`src/rtl/pccr_consts.vh`:
```
`ifndef PCCR_CONSTS_VH
`define PCCR_CONSTS_VH
// register addresses on the host port
`define PCCR_ADDR_SCALE 8'h41
`define PCCR_ADDR_PRI_OFS 8'h42
`define PCCR_ADDR_CTRL 8'h43
`define PCCR_ADDR_ALT_OFS 8'h44
`define PCCR_ADDR_ALT_MODE 8'h40
// reset values
`define PCCR_RST_SCALE 24'h000010
`define PCCR_RST_PRI_OFS 24'h000000
`define PCCR_RST_CTRL 24'h000081
`define PCCR_RST_ALT_OFS 24'h000000
// field positions
`define PCCR_ALPHA_LSB 0
`define PCCR_ALPHA_MSB 5
`define PCCR_BETA_LSB 6
`define PCCR_BETA_MSB 11
`define PCCR_TEMP_LSB 12
`define PCCR_TEMP_MSB 23
`define PCCR_OFS_MSB 15
`define PCCR_TCOEF_LSB 6
`define PCCR_TCOEF_MSB 8
`define PCCR_EN_TEMP_BIT 1
`define PCCR_EN_OFS_BIT 0
// writable bits per register; reserved bits stay zero
`define PCCR_MASK_SCALE 24'hFFFFFF
`define PCCR_MASK_OFS 24'h00FFFF
`define PCCR_MASK_CTRL 24'hFFF1C3
`endif

```
`src/rtl/pccr_regs.v`:
```
`timescale 1ns/1ps
`include "pccr_consts.vh"

module pccr_regs (
  input wire sys_clk,
  input wire rst,
  input wire wr_en,
  input wire rd_en,
  input wire [7:0] addr,
  input wire [23:0] wr_data,
  input wire alt_frequency_mode_enable,
  output reg [23:0] rd_data,
  output reg rd_valid,
  output reg [5:0] illum_xtalk_alpha_alt_freq,
  output reg [5:0] illum_xtalk_beta_alt_freq,
  output reg [11:0] onchip_temp_cal_high_ch1,
  output reg [11:0] external_temp_cal_high_ch1,
  output reg [15:0] primary_offset_low_ch0,
  output reg [15:0] alt_freq_offset_low_ch0,
  output reg temperature_correction_enable,
  output reg offset_correction_enable,
  output reg [2:0] temp_coefficient_scaler
);

  // reset images; field outputs start from the same bits the store holds
  // alternate-frequency outputs reset to zero: they stay gated until mode is on
  localparam [23:0] RST_SCALE = `PCCR_RST_SCALE;
  localparam [23:0] RST_PRI_OFS = `PCCR_RST_PRI_OFS;
  localparam [23:0] RST_CTRL = `PCCR_RST_CTRL;
  localparam [23:0] RST_ALT_OFS = `PCCR_RST_ALT_OFS;

  // store registers and their next values
  reg [23:0] scale_reg;
  reg [23:0] scale_next;
  reg [23:0] pri_ofs_reg;
  reg [23:0] pri_ofs_next;
  reg [23:0] ctrl_reg;
  reg [23:0] ctrl_next;
  reg [23:0] alt_ofs_reg;
  reg [23:0] alt_ofs_next;
  reg [23:0] rd_next;
  reg [23:0] rd_data_next;
  reg rd_valid_next;
  reg [5:0] alpha_next;
  reg [5:0] beta_next;
  reg [11:0] onchip_temp_next;
  reg [11:0] external_temp_next;
  reg [15:0] primary_offset_next;
  reg [15:0] alt_offset_next;
  reg temp_corr_en_next;
  reg offset_corr_en_next;
  reg [2:0] tcoef_next;
  wire wr_scale;
  wire wr_pri_ofs;
  wire wr_ctrl;
  wire wr_alt_ofs;

  // one select per register so a stray address can never hit two stores
  assign wr_scale = wr_en && (addr == `PCCR_ADDR_SCALE);
  assign wr_pri_ofs = wr_en && (addr == `PCCR_ADDR_PRI_OFS);
  assign wr_ctrl = wr_en && (addr == `PCCR_ADDR_CTRL);
  assign wr_alt_ofs = wr_en && (addr == `PCCR_ADDR_ALT_OFS);

  // reserved bits masked off so they always read zero
  always @* begin
    if (wr_scale) begin
      scale_next = wr_data & `PCCR_MASK_SCALE;
    end else begin
      scale_next = scale_reg;
    end
  end

  always @(posedge sys_clk) begin
    if (rst) begin
      scale_reg <= RST_SCALE;
    end else begin
      scale_reg <= scale_next;
    end
  end

  // reserved bits masked off so they always read zero
  always @* begin
    if (wr_pri_ofs) begin
      pri_ofs_next = wr_data & `PCCR_MASK_OFS;
    end else begin
      pri_ofs_next = pri_ofs_reg;
    end
  end

  always @(posedge sys_clk) begin
    if (rst) begin
      pri_ofs_reg <= RST_PRI_OFS;
    end else begin
      pri_ofs_reg <= pri_ofs_next;
    end
  end

  // reserved bits masked off so they always read zero
  always @* begin
    if (wr_ctrl) begin
      ctrl_next = wr_data & `PCCR_MASK_CTRL;
    end else begin
      ctrl_next = ctrl_reg;
    end
  end

  always @(posedge sys_clk) begin
    if (rst) begin
      ctrl_reg <= RST_CTRL;
    end else begin
      ctrl_reg <= ctrl_next;
    end
  end

  // reserved bits masked off so they always read zero
  always @* begin
    if (wr_alt_ofs) begin
      alt_ofs_next = wr_data & `PCCR_MASK_OFS;
    end else begin
      alt_ofs_next = alt_ofs_reg;
    end
  end

  always @(posedge sys_clk) begin
    if (rst) begin
      alt_ofs_reg <= RST_ALT_OFS;
    end else begin
      alt_ofs_reg <= alt_ofs_next;
    end
  end

  // side-effect free readback; unmapped reads return zero
  always @* begin
    case (addr)
      `PCCR_ADDR_SCALE: rd_next = scale_reg;
      `PCCR_ADDR_PRI_OFS: rd_next = pri_ofs_reg;
      `PCCR_ADDR_CTRL: rd_next = ctrl_reg;
      `PCCR_ADDR_ALT_OFS: rd_next = alt_ofs_reg;
      default: rd_next = 24'h000000;
    endcase
  end

  // read data holds between reads so a slow host can pick it up late
  always @* begin
    rd_data_next = rd_data;
    rd_valid_next = rd_en;
    if (rd_en) begin
      rd_data_next = rd_next;
    end
  end

  always @(posedge sys_clk) begin
    if (rst) begin
      rd_data <= 24'h000000;
    end else begin
      rd_data <= rd_data_next;
    end
  end

  // rd_valid is a single-cycle pulse per read strobe
  always @(posedge sys_clk) begin
    if (rst) begin
      rd_valid <= 1'b0;
    end else begin
      rd_valid <= rd_valid_next;
    end
  end

  // alternate values zero in single-frequency mode
  always @* begin
    if (alt_frequency_mode_enable) begin
      // alpha field, consumer divides by 16
      alpha_next = scale_reg[`PCCR_ALPHA_MSB:`PCCR_ALPHA_LSB];
      // beta field, consumer divides by 16
      beta_next = scale_reg[`PCCR_BETA_MSB:`PCCR_BETA_LSB];
      alt_offset_next = alt_ofs_reg[`PCCR_OFS_MSB:0];
    end else begin
      alpha_next = 6'h00;
      beta_next = 6'h00;
      alt_offset_next = 16'h0000;
    end
  end

  always @* begin
    onchip_temp_next = scale_reg[`PCCR_TEMP_MSB:`PCCR_TEMP_LSB];
    external_temp_next = ctrl_reg[`PCCR_TEMP_MSB:`PCCR_TEMP_LSB];
    primary_offset_next = pri_ofs_reg[`PCCR_OFS_MSB:0];
  end

  always @* begin
    temp_corr_en_next = ctrl_reg[`PCCR_EN_TEMP_BIT];
    offset_corr_en_next = ctrl_reg[`PCCR_EN_OFS_BIT];
    tcoef_next = ctrl_reg[`PCCR_TCOEF_MSB:`PCCR_TCOEF_LSB];
  end

  // every output leaves a flip-flop; fields lag the store by one cycle
  // alpha output
  always @(posedge sys_clk) begin
    if (rst) begin
      illum_xtalk_alpha_alt_freq <= 6'h00;
    end else begin
      illum_xtalk_alpha_alt_freq <= alpha_next;
    end
  end

  always @(posedge sys_clk) begin
    if (rst) begin
      illum_xtalk_beta_alt_freq <= 6'h00;
    end else begin
      illum_xtalk_beta_alt_freq <= beta_next;
    end
  end

  always @(posedge sys_clk) begin
    if (rst) begin
      onchip_temp_cal_high_ch1 <= RST_SCALE[`PCCR_TEMP_MSB:`PCCR_TEMP_LSB];
    end else begin
      onchip_temp_cal_high_ch1 <= onchip_temp_next;
    end
  end

  always @(posedge sys_clk) begin
    if (rst) begin
      external_temp_cal_high_ch1 <= RST_CTRL[`PCCR_TEMP_MSB:`PCCR_TEMP_LSB];
    end else begin
      external_temp_cal_high_ch1 <= external_temp_next;
    end
  end

  always @(posedge sys_clk) begin
    if (rst) begin
      primary_offset_low_ch0 <= RST_PRI_OFS[`PCCR_OFS_MSB:0];
    end else begin
      primary_offset_low_ch0 <= primary_offset_next;
    end
  end

  always @(posedge sys_clk) begin
    if (rst) begin
      alt_freq_offset_low_ch0 <= 16'h0000;
    end else begin
      alt_freq_offset_low_ch0 <= alt_offset_next;
    end
  end

  always @(posedge sys_clk) begin
    if (rst) begin
      temperature_correction_enable <= RST_CTRL[`PCCR_EN_TEMP_BIT];
    end else begin
      temperature_correction_enable <= temp_corr_en_next;
    end
  end

  always @(posedge sys_clk) begin
    if (rst) begin
      offset_correction_enable <= RST_CTRL[`PCCR_EN_OFS_BIT];
    end else begin
      offset_correction_enable <= offset_corr_en_next;
    end
  end

  always @(posedge sys_clk) begin
    if (rst) begin
      temp_coefficient_scaler <= RST_CTRL[`PCCR_TCOEF_MSB:`PCCR_TCOEF_LSB];
    end else begin
      temp_coefficient_scaler <= tcoef_next;
    end
  end

endmodule // pccr_regs

```
`config.mk`:
```
export PLATFORM = sky130hd
export DESIGN_NAME = pccr_regs
export DESIGN_NICKNAME = d
export VERILOG_FILES = /design/src/rtl/pccr_regs.v
export VERILOG_INCLUDE_DIRS = /design/src /design/src/rtl
export SDC_FILE = /design/constraint.sdc
export NUM_CORES = 1
export LEC_CHECK = 0
export ABC_AREA = 1
export ABC_CLOCK_PERIOD_IN_PS = 1600
export BUFFER_PORTS_ARGS = -buffer_cell sky130_fd_sc_hd__buf_2
export CAP_MARGIN = 10
export CORE_MARGIN = 3
export CORE_UTILIZATION = 53
export DETAILED_ROUTE_END_ITERATION = 6
export GPL_TIMING_DRIVEN = 0
export PLACE_DENSITY = 0.79
export SYNTH_ARGS = -nofsm -noshare
export SYNTH_HDL_FRONTEND = slang
export SYNTH_SLANG_ARGS = --single-unit
```
`constraint.sdc`:
```
create_clock -name sys_clk -period 1.6 [get_ports sys_clk]
set_input_delay 0.24 -clock sys_clk [delete_from_list [all_inputs] [get_ports sys_clk]]
set_output_delay 0.24 -clock sys_clk [all_outputs]
set_load 0.03 [all_outputs]
```
==> results.md <==
- Final Max Tran Viols: 0
- Gate Count Post-Synth: between 700 and 800
- Worst VDD drop: between 0.9 and 1 mV
- Max incr delay on CP: around 0.38 ns
- Vert. Die Dim: 112 um
- CP Class: flop to output pin
- Highest Clock Rate: roughly 0.73 GHz
- CP max-delay cell: dfxtp_1
- Critical Path Fanout Max: 2
- WP data arrival: 1.14 ns
- Register area: 3420 um2
- Largest net degree at the start of global routing: 17
- Yosys warning total: 0
- Min cycle time layout: ~1.4 ns
- Clk buf depth: 2
- Post-CTS Setup Inserts: 0
- Drt drc: 0
- Hold_ws: around 0.024 ns
- Row Count: 37
- Setup violators final: 0
- Fin. Hold Viols: 0
- Worst path required time: between 1 and 1.5 ns
- Initial antenna violation count: 0
- Number of buffers created by CTS: 17
- Most common library cell in the layout ignoring fill and taps: dfxtp_1
- Slew headroom: 0.522
- Clk Latency, worst-skew pair: between 0.5 and 0.6 ns
- Pleak: 0.00329 uW
- GR Overflow Total: 0
- Family with the most delay on the worst path: flip-flops
- Initial DRC Count: between 500 and 600
- Worst-margin pin slew: just over 0.7 ns
- Tot Pwr: 9040 uW
- Vias after detailed routing: ~5500
- Post-Syn Nets: around 740
- Register bit total from synthesis: 171
- Clk sink count: between 150 and 200
- Syn-to-layout area delta: 26.5%
- Seq/Total Area, Yosys: 0.579
- Final nets: roughly 900
- Pwr Density: ~1200 nW/um2
- Gr usage total: 0.281
- Area of the multi-input gates: 1940 um2
- Skew final: around 0.0053 ns
- Diode count: 0
- Area of the die: ~12000 um2
- MaxCap Viol Count: 0
- RSZ-0062 raised after global routing: false
- Placed wire-length estimate: roughly 12000 um
- Hold Buf Count CTS: 9
- Layout cells sized above 1: 0.241
- Core area: ~11000 um2
- CTS tree: done
- Status: complete, no violations
- Vias in the first global route: between 5000 and 6000
- Pre-antenna DRT Iters: 7
- WL/cell: 17.2 um
- Most frequent cells in the layout: 171 x dfxtp_1, 149 x buf_2, 89 x a21oi_1, 79 x inv_1, 77 x nor2_1
- Crit path cell chain: buf_2
- Period Utilization, post-route: 0.861
- Min-delay worst type: primary input to flop
- Routed wire length: ~17000 um
- Initial Utilization: 0.558
- Layout fillers: 845
- Mapped Area: between 5000 and 6000 um2
- Ports: 135
- Syn_area_per_cell: around 8.4 um2
- CP Launch Type: flop
- Clock Root Buffer: clkbuf_8
- Vias per cell: roughly 5.4
- Post-layout util: 0.705
- CP bufs+invs: 1
- Final ANT Viol Nets: 0
- Crit. End Element: output pin
- Count of different cell masters after synthesis: 26
- Htree depth: 4
- Post-CTS Resized: 0
- DIE WIDTH: between 100 and 150 um
- Port Buffers: roughly 130
- Global-route wire length before repair: between 20000 and 30000 um
- Reg clk slew, reported paths: about 0.060 ns
- RD Place Congestion: ~0.90
[cells by family after synthesis]
logic type	synth area share
buf+inv	0.0929
simple gates	0.160
flops	0.579
compound gates	0.168
[through the flow]
step	worst slack, ns	TNS (ns)	instances	area, um2
6_report	0.222	0	1014	7480
5_1_grt	0.178	0	1014	7480
4_1_cts	0.219	0	1014	7480
3_5_place_dp	-0.164	-2.56	974	6750
3_3_place_gp	-0.104	-1.37	974	6750
2_1_floorplan	0.330	0	705	5910
[cells in the mapped netlist (all sizes together)]
cell type,number,share of area
a21oi,95,0.084
and2,2,0.0021
buf,25,0.027
clkbuf,20,0.013
dfxtp,171,0.58
inv,83,0.053
nand2,81,0.054
nand3,54,0.046
nor2,81,0.057
o21ai,84,0.075
o22ai,8,0.0085
or2,1,0.0011
[path summary, 6_finish.rpt]
check                               start                               endpoint  slack [ns]  cells after the start
max reg2reg     ctrl_reg[15]$_SDFFE_PP0P_               rd_data[15]$_SDFFE_PP0P_        0.73                      4
max               rd_data[7]$_SDFFE_PP0P_                             rd_data[7]        0.22                      1
min reg2reg  pri_ofs_reg[13]$_SDFFE_PP0P_  primary_offset_low_ch0[13]$_SDFF_PP0_        0.45                      2
min                           wr_data[16]              ctrl_reg[16]$_SDFFE_PP0P_        0.02                      3
[power breakdown]
part           switching [uW]  leakage, uW  internal [uW]  total (uW)
registers                3.23      0.00138           4270        4270
clock network            1580     0.000315           2850        4430
logic                     243      0.00160            101         343
total                    1820      0.00329           7220        9040
[routing by layer]
metal | wire length, um | up-vias | track usage | share of wire
li1 | - | 2585 | - | -
met1 | 6800 | 2555 | 0.342 | 0.39
met2 | 8510 | 327 | 0.482 | 0.49
met3 | 1790 | 30 | 0.0620 | 0.10
met4 | 349 | 0 | 0.118 | 0.020
met5 | 0 | - | 0 | 0
[worst reg2reg max path, cell delays in order, from the launching register on]
cell     delay (ns)
dfxtp_1        0.33
nand3_1        0.08
nand2_1        0.06
o21ai_1        0.18
a21oi_1        0.09
[area by class of cell]
cell class,count,area share
well taps,136,0.0228
multi-input cells,406,0.259
repair buffers,142,0.101
clock inverters,7,0.0214
flip-flops and latches,171,0.458
clock buffers,24,0.0642
plain buffers,45,0.0315
inverters,83,0.0420
(Power assumes the default switching activity.)
